===== config.mk =====
export PLATFORM = sky130hd
export DESIGN_NAME = qct_top
export DESIGN_NICKNAME = d
export VERILOG_FILES = /design/src/pkg/qct_pkg.sv /design/src/hw/qct_fifo.sv /design/src/hw/qct_top.sv
export SDC_FILE = /design/constraint.sdc
export NUM_CORES = 1
export LEC_CHECK = 0
export BUFFER_PORTS_ARGS = -buffer_cell sky130_fd_sc_hd__buf_2
export CAP_MARGIN = 20
export CORE_ASPECT_RATIO = 0.8
export CORE_MARGIN = 3
export CORE_UTILIZATION = 27
export CTS_CLUSTER_SIZE = 12
export DETAILED_ROUTE_END_ITERATION = 8
export HOLD_SLACK_MARGIN = 0.06
export PLACE_DENSITY = 0.53
export SYNTH_ARGS = -nofsm -noshare
export SYNTH_HDL_FRONTEND = slang
export SYNTH_SLANG_ARGS = --single-unit

===== constraint.sdc =====
create_clock -name ref_clk -period 4.9 [get_ports ref_clk]
set_clock_uncertainty 0.2 [all_clocks]
set_input_delay 0.735 -clock ref_clk [delete_from_list [all_inputs] [get_ports ref_clk]]
set_output_delay 0.735 -clock ref_clk [all_outputs]
set_load 0.03 [all_outputs]

===== src/pkg/qct_pkg.sv =====
// qct_pkg: shared constants and types for the queued command tag tracker.
// assumes a single 25 MHz clock domain shared by link logic and media logic.
package qct_pkg;

    // tag space: one bit per queued command tag
    localparam int QCT_TAG_W = 5;
    localparam int QCT_TAG_N = 32;

    // data path widths and buffer depth
    localparam int QCT_DATA_W = 32;
    localparam int QCT_FIFO_DEPTH = 16;

    // reset values of the tracking state
    localparam logic [31:0] QCT_PEND_RST = 32'h0000_0000;
    localparam logic QCT_BUSY_RST = 1'b0;

    // kinds of frame the device sends to the host
    typedef enum logic [2:0] {
        QCT_FIS_NONE = 3'h0,
        QCT_FIS_REG = 3'h1,
        QCT_FIS_SETUP = 3'h2,
        QCT_FIS_SDB = 3'h4
    } qct_fis_kind_e;

    // frame towards the host: register, dma setup or set device bits
    typedef struct packed {
        qct_fis_kind_e kind;
        logic busy_flag;
        logic irq;
        logic [QCT_TAG_W-1:0] buffer_tag_field;
        logic [QCT_TAG_N-1:0] active_field;
    } qct_fis_s;

    // one data word with its end marker
    typedef struct packed {
        logic last;
        logic [QCT_DATA_W-1:0] data;
    } qct_word_s;

    // queued read command received from the host
    typedef struct packed {
        logic [QCT_TAG_W-1:0] tag;
    } qct_cmd_s;

    // tracker states, one-hot
    typedef enum logic [4:0] {
        QCT_ST_IDLE = 5'h01,
        QCT_ST_REL = 5'h02,
        QCT_ST_SETUP = 5'h04,
        QCT_ST_DATA = 5'h08,
        QCT_ST_DONE = 5'h10
    } qct_state_e;

endpackage


===== src/hw/qct_fifo.sv =====
// qct_fifo: parameterised word buffer with valid/ready on both sides.
// assumes one clock, synchronous active-low reset and a clock enable.
`timescale 1ns/1ps
module qct_fifo #(
    parameter int WIDTH = 33,
    parameter int DEPTH = 16
) (
    input wire logic ref_clk,
    input wire logic resetn,
    input wire logic clk_en,
    input wire logic [WIDTH-1:0] in_data,
    input wire logic in_valid,
    output logic in_ready,
    output logic [WIDTH-1:0] out_data,
    output logic out_valid,
    input wire logic out_ready
);
    localparam int AW = $clog2(DEPTH);

    // depth must be a power of two for pointer wrap
    if (DEPTH < 2 || (DEPTH & (DEPTH - 1)) != 0)
        $error("qct_fifo: DEPTH must be a power of two of at least 2");

    logic [WIDTH-1:0] mem [DEPTH];
    logic [AW-1:0] wr_ptr;
    logic [AW-1:0] rd_ptr;
    logic [AW:0] count;
    logic [AW:0] next_count;
    wire push = in_valid && in_ready;
    wire pop = (count != '0) && (!out_valid || out_ready);

    // words held in memory, excluding the output register
    assign next_count = count + (AW+1)'(push) - (AW+1)'(pop);

    // storage write side
    always_ff @(posedge ref_clk)
    begin
        if (clk_en && push)
            mem[wr_ptr] <= in_data;
    end

    // pointers, fill level and registered output stage
    always_ff @(posedge ref_clk)
    begin
        if (!resetn)
        begin
            wr_ptr <= '0;
            rd_ptr <= '0;
            count <= '0;
            in_ready <= 1'b0;
            out_valid <= 1'b0;
            out_data <= '0;
        end
        else if (clk_en)
        begin
            if (push)
                wr_ptr <= wr_ptr + AW'(1);
            if (pop)
            begin
                rd_ptr <= rd_ptr + AW'(1);
                out_data <= mem[rd_ptr];
            end
            if (pop)
                out_valid <= 1'b1;
            else if (out_ready)
                out_valid <= 1'b0;
            count <= next_count;
            in_ready <= next_count != (AW+1)'(DEPTH); // back-pressure when full
        end
    end
endmodule // qct_fifo


===== src/hw/qct_top.sv =====
// qct_top: device-side tracker for queued read commands by tag.
// assumes the link layer delivers received commands and takes frames and
// data words on ref_clk, and a media engine streams read data per tag.
//
// Overview of operation
// RQ1: host sets tag bit, then sends command
// RQ2: host keeps other outstanding tag bits set
// RQ3: host waits for busy clear before next
// RQ4: device releases busy before any data
// RQ5: setup frame names chosen tag, any order
// RQ6: host loads descriptor for named buffer
// RQ7: device sends data of the announced tag
// RQ8: host stores data in last announced buffer
// RQ9: completion frame: interrupt, one-hot finished tag
// RQ10: host clears completed bits and interrupts
// RQ11: host software retires deasserted tags
// RQ12: host never reuses a still-set tag
// RQ13: tag fields are 32 bits, tags 0-31
`timescale 1ns/1ps
module qct_top #(
    parameter int FIFO_DEPTH = qct_pkg::QCT_FIFO_DEPTH
) (
    input wire logic ref_clk,
    input wire logic resetn,
    input wire logic clk_en,
    // queued read command received from the host
    input wire logic cmd_valid,
    input wire qct_pkg::qct_cmd_s cmd,
    output logic cmd_ready,
    // frames towards the host
    output qct_pkg::qct_fis_s fis,
    output logic fis_valid,
    input wire logic fis_ready,
    // media read request and returned words
    output logic media_req,
    output logic [qct_pkg::QCT_TAG_W-1:0] media_tag,
    input wire qct_pkg::qct_word_s media_word,
    input wire logic media_valid,
    output logic media_ready,
    // read data towards the host
    output qct_pkg::qct_word_s tx_word,
    output logic tx_valid,
    input wire logic tx_ready,
    // status
    output logic [qct_pkg::QCT_TAG_N-1:0] pending_tags,
    output logic busy_flag
);
    import qct_pkg::*;

    if (FIFO_DEPTH < 2)
        $error("qct_top: FIFO_DEPTH must be at least 2");

    // one-hot decode of a tag, used for setting and for reporting
    function automatic logic [QCT_TAG_N-1:0] tag_bit(input logic [QCT_TAG_W-1:0] t);
        tag_bit = QCT_TAG_N'(1) << t;
    endfunction

    // highest pending tag wins, so service need not follow issue order
    function automatic logic [QCT_TAG_W-1:0] pick_tag(input logic [QCT_TAG_N-1:0] p);
        pick_tag = '0;
        for (int i = 0; i < QCT_TAG_N; i++)
            if (p[i])
                pick_tag = QCT_TAG_W'(i);
    endfunction

    qct_state_e state;
    qct_state_e next_state;
    logic [QCT_TAG_W-1:0] cur_tag;
    logic fifo_in_ready;
    logic fifo_out_valid;
    qct_word_s fifo_out_word;

    // handshakes and decoded conditions
    wire cmd_take = cmd_valid && cmd_ready;
    wire fis_done = fis_valid && fis_ready;
    wire media_take = media_valid && media_ready;
    wire media_end = media_take && media_word.last;
    wire tx_end = tx_valid && tx_ready && tx_word.last;
    wire [QCT_TAG_N-1:0] new_bit = tag_bit(cmd.tag); // RQ13
    wire [QCT_TAG_N-1:0] cur_bit = tag_bit(cur_tag); // RQ13
    wire [QCT_TAG_W-1:0] chosen = pick_tag(pending_tags);
    wire in_idle = state == QCT_ST_IDLE;
    wire can_take = in_idle && !busy_flag;
    wire fifo_pull = tx_ready || !tx_valid;

    // next state of the tracker
    always_comb
    begin
        next_state = state;
        case (state)
            QCT_ST_IDLE:
            begin
                if (busy_flag)
                    next_state = QCT_ST_REL; // RQ4
                else if (pending_tags != '0 && !cmd_valid)
                    next_state = QCT_ST_SETUP; // RQ5
            end
            QCT_ST_REL:
            begin
                if (fis_done)
                    next_state = QCT_ST_IDLE;
            end
            QCT_ST_SETUP:
            begin
                if (fis_done)
                    next_state = QCT_ST_DATA; // RQ7
            end
            QCT_ST_DATA:
            begin
                if (tx_end)
                    next_state = QCT_ST_DONE; // RQ9
            end
            QCT_ST_DONE:
            begin
                if (fis_done)
                    next_state = QCT_ST_IDLE;
            end
            default: next_state = QCT_ST_IDLE;
        endcase
    end

    // state register
    always_ff @(posedge ref_clk)
    begin
        if (!resetn)
            state <= QCT_ST_IDLE;
        else if (clk_en)
            state <= next_state;
    end

    // command acceptance: only while idle with busy already released
    always_ff @(posedge ref_clk)
    begin
        if (!resetn)
            cmd_ready <= 1'b0;
        else if (clk_en)
            cmd_ready <= (next_state == QCT_ST_IDLE) && !cmd_take && !busy_flag;
    end

    // busy rises on a taken command and falls once the release frame went out
    always_ff @(posedge ref_clk)
    begin
        if (!resetn)
            busy_flag <= QCT_BUSY_RST;
        else if (clk_en)
        begin
            if (cmd_take && can_take)
                busy_flag <= 1'b1;
            else if (state == QCT_ST_REL && fis_done)
                busy_flag <= 1'b0; // RQ4
        end
    end

    // outstanding tags: set on command, cleared when completion is sent
    always_ff @(posedge ref_clk)
    begin
        if (!resetn)
            pending_tags <= QCT_PEND_RST;
        else if (clk_en)
        begin
            pending_tags <= (pending_tags
                & ~((state == QCT_ST_DONE && fis_done) ? cur_bit : '0))
                | ((cmd_take && can_take) ? new_bit : '0); // RQ13
        end
    end

    // tag under service, latched when leaving idle for setup
    always_ff @(posedge ref_clk)
    begin
        if (!resetn)
            cur_tag <= '0;
        else if (clk_en && in_idle && next_state == QCT_ST_SETUP)
            cur_tag <= chosen; // RQ5
    end

    // frame builder: a frame stands until the link takes it
    always_ff @(posedge ref_clk)
    begin
        if (!resetn)
        begin
            fis_valid <= 1'b0;
            fis <= '0;
        end
        else if (clk_en)
        begin
            if (fis_done)
                fis_valid <= 1'b0;
            if (in_idle && next_state == QCT_ST_REL)
            begin
                fis_valid <= 1'b1;
                fis <= '{kind: QCT_FIS_REG, busy_flag: 1'b0, irq: 1'b0,
                    buffer_tag_field: '0, active_field: '0}; // RQ4
            end
            else if (in_idle && next_state == QCT_ST_SETUP)
            begin
                fis_valid <= 1'b1;
                fis <= '{kind: QCT_FIS_SETUP, busy_flag: 1'b0, irq: 1'b0,
                    buffer_tag_field: chosen, active_field: '0}; // RQ5
            end
            else if (state == QCT_ST_DATA && tx_end)
            begin
                fis_valid <= 1'b1;
                fis <= '{kind: QCT_FIS_SDB, busy_flag: 1'b0, irq: 1'b1,
                    buffer_tag_field: cur_tag, active_field: cur_bit}; // RQ9
            end
        end
    end

    // media request: raised after the setup frame, dropped on the last word
    always_ff @(posedge ref_clk)
    begin
        if (!resetn)
        begin
            media_req <= 1'b0;
            media_tag <= '0;
        end
        else if (clk_en)
        begin
            if (state == QCT_ST_SETUP && fis_done)
            begin
                media_req <= 1'b1; // RQ7
                media_tag <= cur_tag;
            end
            else if (media_end)
                media_req <= 1'b0;
        end
    end

    // media ready follows the buffer, gated to the data phase
    assign media_ready = fifo_in_ready && media_req;

    // buffer between media and link, back-pressured by the link
    qct_fifo #(
        .WIDTH($bits(qct_word_s)),
        .DEPTH(FIFO_DEPTH)
    ) u_fifo (
        .ref_clk(ref_clk),
        .resetn(resetn),
        .clk_en(clk_en),
        .in_data(media_word),
        .in_valid(media_valid && media_req),
        .in_ready(fifo_in_ready),
        .out_data(fifo_out_word),
        .out_valid(fifo_out_valid),
        .out_ready(fifo_pull)
    );

    // output word register towards the link
    always_ff @(posedge ref_clk)
    begin
        if (!resetn)
        begin
            tx_valid <= 1'b0;
            tx_word <= '0;
        end
        else if (clk_en && fifo_pull)
        begin
            tx_valid <= fifo_out_valid; // RQ7
            tx_word <= fifo_out_word;
        end
    end
endmodule // qct_top


== Yosys cells after proc, flatten, opt, wreduce, memory -nomap -nowiden ==
Memory sizes are Yosys's and may differ from the RTL's. A register that Yosys moved wholly into a read port is not among the register bits.
Cells that the tools add are included.

* Flip-flop bits (word level): 142
* RAM bits: 528
* Input port bits: 45
* Output and inout port bits: 118
* Word-level logic and storage cells: 143
* Memories kept: 1

{| class="wikitable"
|+ Memory list
! name !! words !! width !! rd ports !! clocked after Yosys merged registers in !! wr ports !! RTL line !! source
|-
| u_fifo.mem || 16 || 33 || 1 || 1 || 1 || qct_fifo.sv:24 || <nowiki>logic [WIDTH-1:0] mem [DEPTH];</nowiki>
|}

* Add/sub/neg operators: 4
* Equality and inequality tests: 9
* Shift operators: 2
* Muxes and demuxes: 54
* Bitwise operators: 3
* Reduce and logical (&&, ||, !) cells: 49

{| class="wikitable"
|+ Operator list
! kind !! number
|-
| 2-to-1 mux 5 bit || 35
|-
| 2-to-1 mux 42 bit || 3
|-
| 2-to-1 mux 32 bit || 2
|-
| left shift 1 x 5 -> 32 bit (first input constant) || 2
|-
| AND 32 bit || 1
|-
| NOT 32 bit || 1
|-
| bitwise OR 32 bit || 1
|-
| nonzero test 32 bit || 1
|-
| logical AND 1 bit || 25
|-
| case mux 5 bit (4 select lines) || 1
|-
| AND reduction 2 bit || 8
|-
| 2-to-1 mux 1 bit || 13
|-
| == test 5 x 1 -> 1 bit (second input constant) || 2
|-
| == test 5 x 2 -> 1 bit (second input constant) || 2
|-
| == test 5 x 3 -> 1 bit (second input constant) || 2
|-
| adder 4 x 1 -> 4 bit (second input constant) || 2
|-
| logical NOT 1 bit || 6
|-
| nonzero test 2 bit || 3
|-
| adder 5 x 1 -> 5 bit || 1
|-
| == test 5 x 4 -> 1 bit (second input constant) || 1
|-
| == test 5 bit (second input constant) || 1
|-
| inequality test 5 bit (second input constant) || 1
|-
| nonzero test 5 bit || 1
|-
| subtractor 5 x 1 -> 5 bit || 1
|-
| 4 further kinds || 5
|}

== Longest topological paths before layout ==
Gate-level depths: netlist of the first run.

* Word-level depth: 33
* Gate-level depth with buffers: 15
* Depth with buffers taken out: 15

== Modules after synthesis ==
From an unflattened synthesis of the first run, not the netlist that was laid out.

* Cell total of the unflattened synthesis: 1700
* Area, all modules: 27289.9 µm²

{| class="wikitable"
|+ By module, submodules not included
! module !! instances !! cells each !! area an instance (µm²)
|-
| qct_fifo || 1 || 1033 || 22028.6
|-
| qct_top || 1 || 667 || 5261.3
|}

== Worst setup path after synthesis of the first run ==
Ideal clock, no wire load.

* Kind: input to register
* From: input port clk_en
* To: memory u_fifo.mem[3][0], enable pin
* Arrival: 3.750 ns
* Required time: 4.236 ns
* Slack: 0.485 ns
* Stages on the path: 5
* Cell sequence: buf_2 -> and2_1 -> clkbuf_1 -> nand2_1 -> nor3_1

* Cells in the longest elaborated chain, start to end: 3

{| class="wikitable"
|+ RTL lines
! item !! RTL line !! source
|-
| from (decl) || qct_top.sv:25 || <nowiki>input wire logic clk_en,</nowiki>
|-
| logical AND 1 bit || qct_fifo.sv:38 || <nowiki>if (clk_en && push)</nowiki>
|-
| 2-to-1 mux 1 bit || qct_fifo.sv:38 ||
|-
| 2-to-1 mux 1 bit (implied by the code) || qct_fifo.sv:39 || <nowiki>mem[wr_ptr] <= in_data;</nowiki>
|-
| to (decl) || qct_fifo.sv:24 ||
|}

No other way between the ends.

== Final worst setup path of the first run ==
* From: register pending_tags[16] (netlist name)
* To: register fis[11] (netlist name)

* Cells in the longest elaborated chain, start to end: 9

{| class="wikitable"
|+ RTL lines
! item !! RTL line !! source
|-
| from (decl) || qct_top.sv:45 || <nowiki>output logic [qct_pkg::QCT_TAG_N-1:0] pending_tags,</nowiki>
|-
| from (signal assigned) || qct_top.sv:161 || <nowiki>pending_tags <= (pending_tags</nowiki>
|-
| nonzero test 32 bit * || qct_top.sv:95 || <nowiki>else if (pending_tags != '0 && !cmd_valid)</nowiki>
|-
| logical AND 1 bit * || qct_top.sv:95 ||
|-
| 2-to-1 mux 5 bit * || qct_top.sv:95 ||
|-
| 2-to-1 mux 5 bit * || qct_top.sv:93 || <nowiki>if (busy_flag)</nowiki>
|-
| case mux 5 bit (4 select lines) * || qct_top.sv:90 || <nowiki>case (state)</nowiki>
|-
| == test 5 x 2 -> 1 bit or == test 5 x 3 -> 1 bit (tied branches) || qct_top.sv:188, qct_top.sv:194 ||
|-
| logical AND 1 bit (on tied branches) || qct_top.sv:188, qct_top.sv:194 ||
|-
| nonzero test 3 bit (no line) or 2-to-1 mux 42 bit (tied branches) || - ||
|-
| AND reduction 2 bit (no line) or 2-to-1 mux 42 bit (tied branches) || - ||
|-
| to (signal assigned) || qct_top.sv:191 || <nowiki>fis <= '{kind: QCT_FIS_REG, busy_flag: 1'b0, irq: 1'b0,</nowiki>
|-
| to (signal assigned) || qct_top.sv:197 || <nowiki>fis <= '{kind: QCT_FIS_SETUP, busy_flag: 1'b0, irq: 1'b0,</nowiki>
|-
| to (signal assigned) || qct_top.sv:203 || <nowiki>fis <= '{kind: QCT_FIS_SDB, busy_flag: 1'b0, irq: 1'b1,</nowiki>
|-
| to (decl) || qct_top.sv:31 || <nowiki>output qct_pkg::qct_fis_s fis,</nowiki>
|}

Mark *: on every way between the ends. The rest lies on a longest branch, timed or not.
A chain may end at the register's enable or synchronous reset.

==> results of run 1 <==
critical path: stages, from the launching register on:
cell and delay [ns]:
sky130_fd_sc_hd__dfxtp_1 0.40, sky130_fd_sc_hd__nor4_1 0.65, sky130_fd_sc_hd__nand4bb_4 0.22, sky130_fd_sc_hd__o2111ai_4 0.31, sky130_fd_sc_hd__and2_1 0.66, sky130_fd_sc_hd__buf_4 0.38
sky130_fd_sc_hd__a22oi_1 0.13, sky130_fd_sc_hd__nor2_1 0.13
Yosys cell counts, types with 11 or more instances:
library cell | count | share of area, %
sky130_fd_sc_hd__nand3_1 | 11 | 0.20
sky130_fd_sc_hd__nor2_1 | 102 | 1.4
sky130_fd_sc_hd__nand2_1 | 203 | 2.8
sky130_fd_sc_hd__edfxtp_1 | 528 | 58
sky130_fd_sc_hd__mux4_2 | 165 | 14
sky130_fd_sc_hd__clkbuf_1 | 67 | 0.93
sky130_fd_sc_hd__inv_1 | 22 | 0.30
sky130_fd_sc_hd__ha_1 | 11 | 0.51
sky130_fd_sc_hd__buf_1 | 11 | 0.15
sky130_fd_sc_hd__nor3_1 | 21 | 0.39
sky130_fd_sc_hd__buf_2 | 11 | 0.20
sky130_fd_sc_hd__o21ai_0 | 76 | 1.4
sky130_fd_sc_hd__a21oi_1 | 91 | 1.7
sky130_fd_sc_hd__dfxtp_1 | 173 | 13
sky130_fd_sc_hd__a22oi_1 | 34 | 0.94
how the worst max path moves through the flow:
stage                startpoint             endpoint  slack (ns)
3_5_place_dp        media_valid    u_fifo.mem[5][17]        1.53
5_1_grt         u_fifo.count[3]      u_fifo.count[4]        1.40
2_1_floorplan            clk_en     u_fifo.mem[3][0]        0.49
3_3_place_gp           tx_ready      u_fifo.count[4]        1.49
4_1_cts        u_fifo.rd_ptr[0]  u_fifo.out_data[20]        1.75
6_report       pending_tags[16]              fis[11]        1.72
cells in the final DEF, fill, tap and decap left out, types with 5 or more instances in the layout:
master	count
sky130_fd_sc_hd__clkbuf_1	37
sky130_fd_sc_hd__buf_2	161
sky130_fd_sc_hd__nand3_1	11
sky130_fd_sc_hd__mux2i_1	10
sky130_fd_sc_hd__a22oi_1	34
sky130_fd_sc_hd__nor3_1	17
sky130_fd_sc_hd__xnor2_1	5
sky130_fd_sc_hd__ha_1	11
sky130_fd_sc_hd__dfxtp_1	169
sky130_fd_sc_hd__o21ai_0	76
sky130_fd_sc_hd__clkbuf_16	73
sky130_fd_sc_hd__nor4_1	9
sky130_fd_sc_hd__mux4_2	165
sky130_fd_sc_hd__a21oi_1	90
sky130_fd_sc_hd__nor2_4	14
sky130_fd_sc_hd__xor2_1	5
sky130_fd_sc_hd__nand4_1	6
sky130_fd_sc_hd__edfxtp_1	528
sky130_fd_sc_hd__nor2b_1	9
sky130_fd_sc_hd__nand2b_1	10
sky130_fd_sc_hd__nor2_1	90
sky130_fd_sc_hd__buf_4	42
sky130_fd_sc_hd__nand2_1	203
sky130_fd_sc_hd__inv_1	21
sky130_fd_sc_hd__nor3_2	5
per-stage QoR:
stage	total power (uW)	setup WS (ns)	utilization, %
after global placement	9170	1.49	29.9
final	14100	1.72	32.1
after detailed placement	9160	1.53	29.9
after CTS	14300	1.75	32.1
after floorplan	8440	0.485	-
after global routing	14800	1.40	32.1
state kept, by name, summed over array words and instances, names as in the netlist, 5 cells and up:
name	flops
u_fifo.out_data	33
cur_tag	5
fis	40
u_fifo.count	5
state	5
u_fifo.mem	528
pending_tags	32
tx_word	33
media_tag	5
kinds of logic after synthesis:
logic type / synth area share [%]
AO/OA/AOI/OAI: 4.98
XOR/XNOR: 0.323
adder cells (fa/ha/maj): 0.582
buffers and inverters: 1.88
flip-flops: 71.3
multiplexers: 14.2
other: 0.0138
AND/OR/NAND/NOR: 6.79
power groups by stage:
stage | combinational, uW | sequential [uW] | clock (uW)
2_1_floorplan | 1670 | 6770 | 0
3_3_place_gp | 2280 | 6890 | 0
3_5_place_dp | 2270 | 6890 | 0
4_1_cts | 2290 | 6770 | 5300
5_1_grt | 2440 | 6790 | 5550
6_report | 2240 | 6750 | 5140
metal layers:
metal	global-route usage, %	wire (um)
met1	19.5	32900
met2	19.7	30300
met3	3.15	4880
met4	2.49	928
met5	0	27
layout make-up:
cell class | count | share of cell area [%]
Antenna cell | 2 | 0.0157
Clock buffer | 114 | 6.35
Clock inverter | 10 | 0.425
Inverter | 22 | 0.267
Multi-Input combinational cell | 838 | 23.3
Sequential cell | 701 | 60.7
Tap cell | 1312 | 5.16
Timing Repair Buffer | 207 | 3.80
==> metrics.md, run 1 <==
| Metric | Value |
|---|---|
| Worst Tran Pin Value | `0.964 ns` |
| Clk network pwr share | `36.4%` |
| Aggregate global routing overflow | `0` |
| Cells after synthesis | `1659` |
| Most used flip-flop cell after synthesis | `sky130_fd_sc_hd__edfxtp_1` |
| Number of top-level design ports | `around 160` |
| H-tree level count | `3` |
| Antenna violations before repair | `6` |
| End point of the most critical hold path | `tx_word[2]` |
| Post-CTS setup buffer count | `0` |
| Maximum VDD drop | `0.323 mV` |
| Buffer levels on the longest clock path | `3` |
| Crit path capture type | `flip-flop` |
| # hold bufs at CTS | `0` |
| Final RePlAce weighted congestion | `0.871` |
| Worst reg2reg endpoint | `fis[11]` |
| Count of state elements after synthesis | `701` |
| DRC violation total after the first TritonRoute iteration | `1622` |
| Std cell rows | `103` |
| Number of nets in the synthesized netlist | `1716` |
| CTS clk-pin slew, worst paths | `0.06 ns` |
| Half-perimeter wire length of the detailed placement result | `43.6 mm` |
| Hold crit path type | `reg2reg` |
| Synth async-reset ratio | `0%` |
| Switching power | `3580 uW` |
| Clock Root Buffer | `sky130_fd_sc_hd__clkbuf_16` |
| Warnings from Yosys | `0` |
| Proportion of power drawn by flip-flops and latches | `a little under half` |
| Biggest fanout along the worst timing path | `22` |
| Pin count of the biggest net entering global routing | `52` |
| Hold Violations, Final | `0` |
| Final antenna-violating net count | `0` |
| Max capacitance violation total | `0` |
| Hold-critical path depth | `2` |
| Post-route insts no fill | `3206` |
| Power density of the placed cells | `444 mW/mm^2` |
| # nets final | `roughly 1.9k` |
| Class of the most critical setup path | `reg2reg` |
| Fraction of final layout cells sized beyond drive strength 1 | `26.4%` |
| Leakage | `about 0.01 uW` |
| Crit path required time | `~5.2 ns` |
| Post-synthesis instance area | `0.0271 sq mm` |
| Placed cell areas | `0.0296 sq mm` |
| Syn avg cell area | `approximately 16 sq um` |
| Length of the first detailed-routing pass in iterations | `5` |
| Die footprint | `0.104 sq mm` |
| Routed vias/inst | `between 4 and 5` |
| Switching share of total power | `25.3%` |
| Sequential area share after synthesis | `71.3%` |
| Source of the worst register-to-register timing path | `pending_tags[16]` |
| Initial Utilization | `27.4%` |
| Core area | `0.0991 sq mm` |
| Count of final max-slew check failures | `0` |
| Global-route usage over all layers | `13.2%` |
| Max_slew headroom | `35.7%` |
| Die Wd | `360 um` |
| Area Overhead vs Synth | `17.4%` |
| Share of total power in combinational logic | `15.8%` |
| Unrepaired setup endpoints after global routing | `no` |
| Clock latency at the later pin of the worst-skew pair | `0.62 ns` |
| Inserted Clock Buffers | `between 70 and 80` |
| Clock tree from TritonCTS | `done` |
| Filler Cells Inserted | `9565` |
| Setup crit start kind | `flip-flop` |
| DRC Markers | `0` |
| Cell area after layout | `0.0318 sq mm` |
| Post-Place Cells | `around 3.1k` |
| Area of combinational cells with multiple inputs | `between 0.007 and 0.008 sq mm` |
| First-pass GRT wire length | `104 mm` |
| Achievable Freq | `~310 MHz` |
| WP data arrival | `~3.5 ns` |
| Status | `complete, no violations` |
| Count of flip-flops with a built-in enable after synthesis | `528` |
| Setup TNS Final | `0 ns` |
| Number of buffers added on ports | `161` |
| Setup slack of the worst register-to-register path | `1.72 ns` |
| Number of distinct library cells after synthesis | `60` |
| Min cycle time layout | `3.18 ns` |
| Sum of routed wire length over all layers | `69.0 mm` |
| Quantity of gates resized following cts | `0` |
| Startpoint of the worst hold path | `u_fifo.out_data[2]` |
| Number of sinks driven by the clock tree | `701` |
| DR vias | `around 16k` |
| Internal Dissipation | `10600 uW` |
| Area taken by flip-flops and latches | `0.0193 sq mm` |
| Path depth of the worst reg2reg path | `7` |
| Chip height | `289 um` |
| Total setup violations reported at the end of the flow | `0` |
| Number of global-route vias before repair | `15.5k` |
| Crit share post-route | `64.9%` |
| Final hold slack | `~0.25 ns` |
| WL/cell | `21.5 um` |
(Power assumes the default switching activity.)
==> run 2, diff against run 1 <==
PLACE_DENSITY = 0.54   (was 0.53)
clock period = 2.7 ns   (was 4.9 ns; I/O delays follow)
==> run 2 against run 1 <==
- the run now ends with negative setup slack left
- cell count increased by 3.2%
- sequential cell count unchanged
- clock-buffer cell count increased by 5
- clock power increased by 88%
- sequential power increased by 78%
- design area increased by 4.7%
- critical path depth increased by 8
- via count increased by 1.5%
- critical path type unchanged
- critical endpoint is now u_fifo.count[4]
==> metrics.md, run 2 (same netlist as run 1, synthesis figures left out) <==
| Metric | Value |
|---|---|
| Aggregate global routing overflow | `0 (unchanged)` |
| Failing checks | `negative setup slack` |
| Final cell utilization of the core | `33.6% (was 32.1%)` |
| Maximum VDD drop | `0.401 mV (was 0.323 mV)` |
| Unrepaired setup endpoints after global routing | `yes (was no)` |
| Initial Utilization | `27.4% (unchanged)` |
| Inserted Clock Buffers | `71 (unchanged)` |
| Post-route insts no fill | `3307 (was 3206)` |
| Crit path required time | `3.04 ns (was 5.23 ns)` |
| Clock Root Buffer | `sky130_fd_sc_hd__clkbuf_16 (unchanged)` |
| Die footprint | `0.104 sq mm (unchanged)` |
| WP data arrival | `3.30 ns (was 3.51 ns)` |
| Total setup violations reported at the end of the flow | `3 (was 0)` |
| Worst Tran Pin Value | `0.728 ns (was 0.964 ns)` |
| Half-perimeter wire length of the detailed placement result | `43.0 mm (was 43.6 mm)` |
| Most common library cell in the layout ignoring fill and taps | `sky130_fd_sc_hd__edfxtp_1 (unchanged)` |
| Post-Place Cells | `3128 (was 3078)` |
| End point of the most critical hold path | `pending_tags[0] (was tx_word[2])` |
| Source of the worst register-to-register timing path | `u_fifo.count[3] (was pending_tags[16])` |
| Proportion of power drawn by flip-flops and latches | `45.3% (was 47.8%)` |
| Std cell rows | `103 (unchanged)` |
| Switching share of total power | `24.7% (was 25.3%)` |
| Sum of routed wire length over all layers | `71.5 mm (was 69.0 mm)` |
| WL/cell | `21.6 um (was 21.5 um)` |
| Startpoint of the worst hold path | `cmd[3] (was u_fifo.out_data[2])` |
| Biggest fanout along the worst timing path | `3 (was 22)` |
| Pin count of the biggest net entering global routing | `81 (was 52)` |
| Worst reg2reg endpoint | `u_fifo.count[4] (was fis[11])` |
| Hold Violations, Final | `0 (unchanged)` |
| Hold-critical path depth | `5 (was 2)` |
| Min cycle time layout | `2.96 ns (was 3.18 ns)` |
| Core area | `0.0991 sq mm (unchanged)` |
| Hold crit path type | `in2reg (was reg2reg)` |
| First-pass GRT wire length | `107 mm (was 104 mm)` |
| Antenna violations before repair | `5 (was 6)` |
| Max capacitance violation total | `0 (unchanged)` |
| Fin worst setup slack | `-0.258 ns (was 1.72 ns)` |
| Filler Cells Inserted | `9412 (was 9565)` |
| Count of final max-slew check failures | `0 (unchanged)` |
| Setup crit start kind | `flip-flop (unchanged)` |
| Final RePlAce weighted congestion | `0.822 (was 0.871)` |
| Final antenna-violating net count | `0 (unchanged)` |
| Flip-flop count of the largest register after layout | `528 (unchanged)` |
| DRC Markers | `0 (unchanged)` |
| Clock tree from TritonCTS | `done (unchanged)` |
| Setup slack of the worst register-to-register path | `-0.26 ns (was 1.72 ns)` |
| Area Overhead vs Synth | `22.9% (was 17.4%)` |
| Share of total power in combinational logic | `18.2% (was 15.8%)` |
| Register with the most flip-flops | `u_fifo.mem (unchanged)` |
| H-tree level count | `3 (unchanged)` |
| Buffer levels on the longest clock path | `3 (unchanged)` |
| Number of global-route vias before repair | `16.3k (was 15.5k)` |
| Crit share post-route | `110% (was 64.9%)` |
| Fraction of final layout cells sized beyond drive strength 1 | `29.0% (was 26.4%)` |
| Area taken by flip-flops and latches | `0.0193 sq mm (about the same)` |
| Switching power | `6550 uW (was 3580 uW)` |
| Number of sinks driven by the clock tree | `701 (unchanged)` |
| Power density of the placed cells | `796 mW/mm^2 (was 444 mW/mm^2)` |
| Achievable Freq | `338 MHz (was 315 MHz)` |
| # nets final | `1995 (was 1898)` |
| Clk network pwr share | `36.5% (was 36.4%)` |
| Area of combinational cells with multiple inputs | `0.00751 sq mm (was 0.00740 sq mm)` |
| Leading cell types in the layout, fill and taps excluded | `sky130_fd_sc_hd__edfxtp_1 (528), sky130_fd_sc_hd__nand2_1 (202), sky130_fd_sc_hd__dfxtp_1 (166) (was sky130_fd_sc_hd__edfxtp_1 (528), sky130_fd_sc_hd__nand2_1 (203), sky130_fd_sc_hd__dfxtp_1 (169))` |
| Chip height | `289 um (unchanged)` |
| Clock latency at the later pin of the worst-skew pair | `0.61 ns (was 0.62 ns)` |
| Internal Dissipation | `20000 uW (was 10600 uW)` |
| Path depth of the worst reg2reg path | `15 (was 7)` |
| Length of the first detailed-routing pass in iterations | `5 (unchanged)` |
| DRC violation total after the first TritonRoute iteration | `1459 (was 1622)` |
| Global-route usage over all layers | `13.6% (was 13.2%)` |
| Max_slew headroom | `51.4% (was 35.7%)` |
| Number of top-level design ports | `163 (unchanged)` |
| Class of the most critical setup path | `reg2reg (unchanged)` |
| Crit path capture type | `flip-flop (unchanged)` |
| Status | `finished, violations left (was complete, no violations)` |
| Leakage | `0.0108 uW (was 0.0102 uW)` |
| DR vias | `15.8k (was 15.5k)` |
| Die Wd | `360 um (unchanged)` |
| Routed vias/inst | `4.77 (was 4.84)` |
| Largest registers ranked by flip-flop count | `u_fifo.mem: 528 flops, fis: 40 flops (unchanged)` |
| CTS clk-pin slew, worst paths | `0.06 ns (about the same)` |
| Number of buffers added on ports | `161 (unchanged)` |
==> run 2: changes by cell type in the layout (fill, tap and decap cells not counted), sizes merged <==
| cell | delta |
|---|---|
| buf | +55 |
| dlygate4sd3 | +42 |
| clkbuf | +5 |
| bufinv | +2 |
| inv | -2 |
| clkinvlp | -1 |
==> run 2: timing repair <==
item | CTS | global route
pin swaps | 6 | 11
resized for setup | 6 | 13
endpoints found under the hold margin | 562 | 0
buffers inserted | 3 | 3
hold buffers | 42 | 0
setup endpoints to repair | 3 | 3
==> run 2: power groups by stage <==
stage / combinational, uW / clock [uW] / sequential (uW)
global placement: 4540 / 0 / 12200
floorplan: 3030 / 0 / 12300
CTS: 4690 / 9990 / 12000
detailed placement: 4560 / 0 / 12200
finish: 4830 / 9670 / 12000
global route: 5250 / 10400 / 12000
==> run 2: worst max path at each step <==
| stage | end | startpoint | cells past startpoint |
|---|---|---|---|
| floorplan | u_fifo.count[4] | u_fifo.count[2] | 15 |
| global placement | u_fifo.count[4] | u_fifo.count[2] | 15 |
| detailed placement | u_fifo.count[4] | u_fifo.count[2] | 15 |
| CTS | u_fifo.count[4] | u_fifo.count[3] | 15 |
| global route | u_fifo.count[4] | u_fifo.count[3] | 15 |
| finish | u_fifo.count[4] | u_fifo.count[3] | 15 |
==> run 2: cell type report <==
type	count	area share, %
sequential	701	58.0
clock inverter	9	0.556
multi-input combinational	838	22.5
clock buffer	119	6.31
tap	1312	4.93
timing repair buffer	304	7.39
inverter	22	0.255
antenna	2	0.0150
==> run 2: worst max-delay path: stages, from the launching register on <==
cell	delay, ns
sky130_fd_sc_hd__dfxtp_2	0.32
sky130_fd_sc_hd__inv_2	0.07
sky130_fd_sc_hd__ha_4	0.13
sky130_fd_sc_hd__nor4b_4	0.23
sky130_fd_sc_hd__a31oi_2	0.08
sky130_fd_sc_hd__ha_1	0.29
sky130_fd_sc_hd__inv_1	0.06
sky130_fd_sc_hd__ha_2	0.17
sky130_fd_sc_hd__inv_2	0.04
sky130_fd_sc_hd__fa_2	0.40
sky130_fd_sc_hd__inv_2	0.06
sky130_fd_sc_hd__a21oi_2	0.05
sky130_fd_sc_hd__o21bai_2	0.18
sky130_fd_sc_hd__xnor2_2	0.11
sky130_fd_sc_hd__or3_1	0.37
sky130_fd_sc_hd__a21oi_2	0.14
==> run 2: through the flow <==
step	instance area, sq um	TNS [ns]	hold WS [ns]	worst slack (ns)	power, uW
2_1_floorplan	27200	-5.87	0.232	-0.0635	15300
3_3_place_gp	30500	-0.470	0.242	-0.275	16800
3_5_place_dp	30500	-0.623	0.244	-0.321	16800
4_1_cts	33200	-0.184	0.0603	-0.141	26700
5_1_grt	33300	-1.05	0.0834	-0.414	27700
6_report	33300	-0.568	0.121	-0.258	26500
==> run 2: routing by layer <==
layer / part of all wire (%) / global-route usage, % / wire [um]
met1: 46 / 19.3 / 32700
met2: 46 / 21.7 / 33100
met3: 6.6 / 2.82 / 4710
met4: 1.3 / 2.63 / 944
met5: 0.038 / 0 / 27
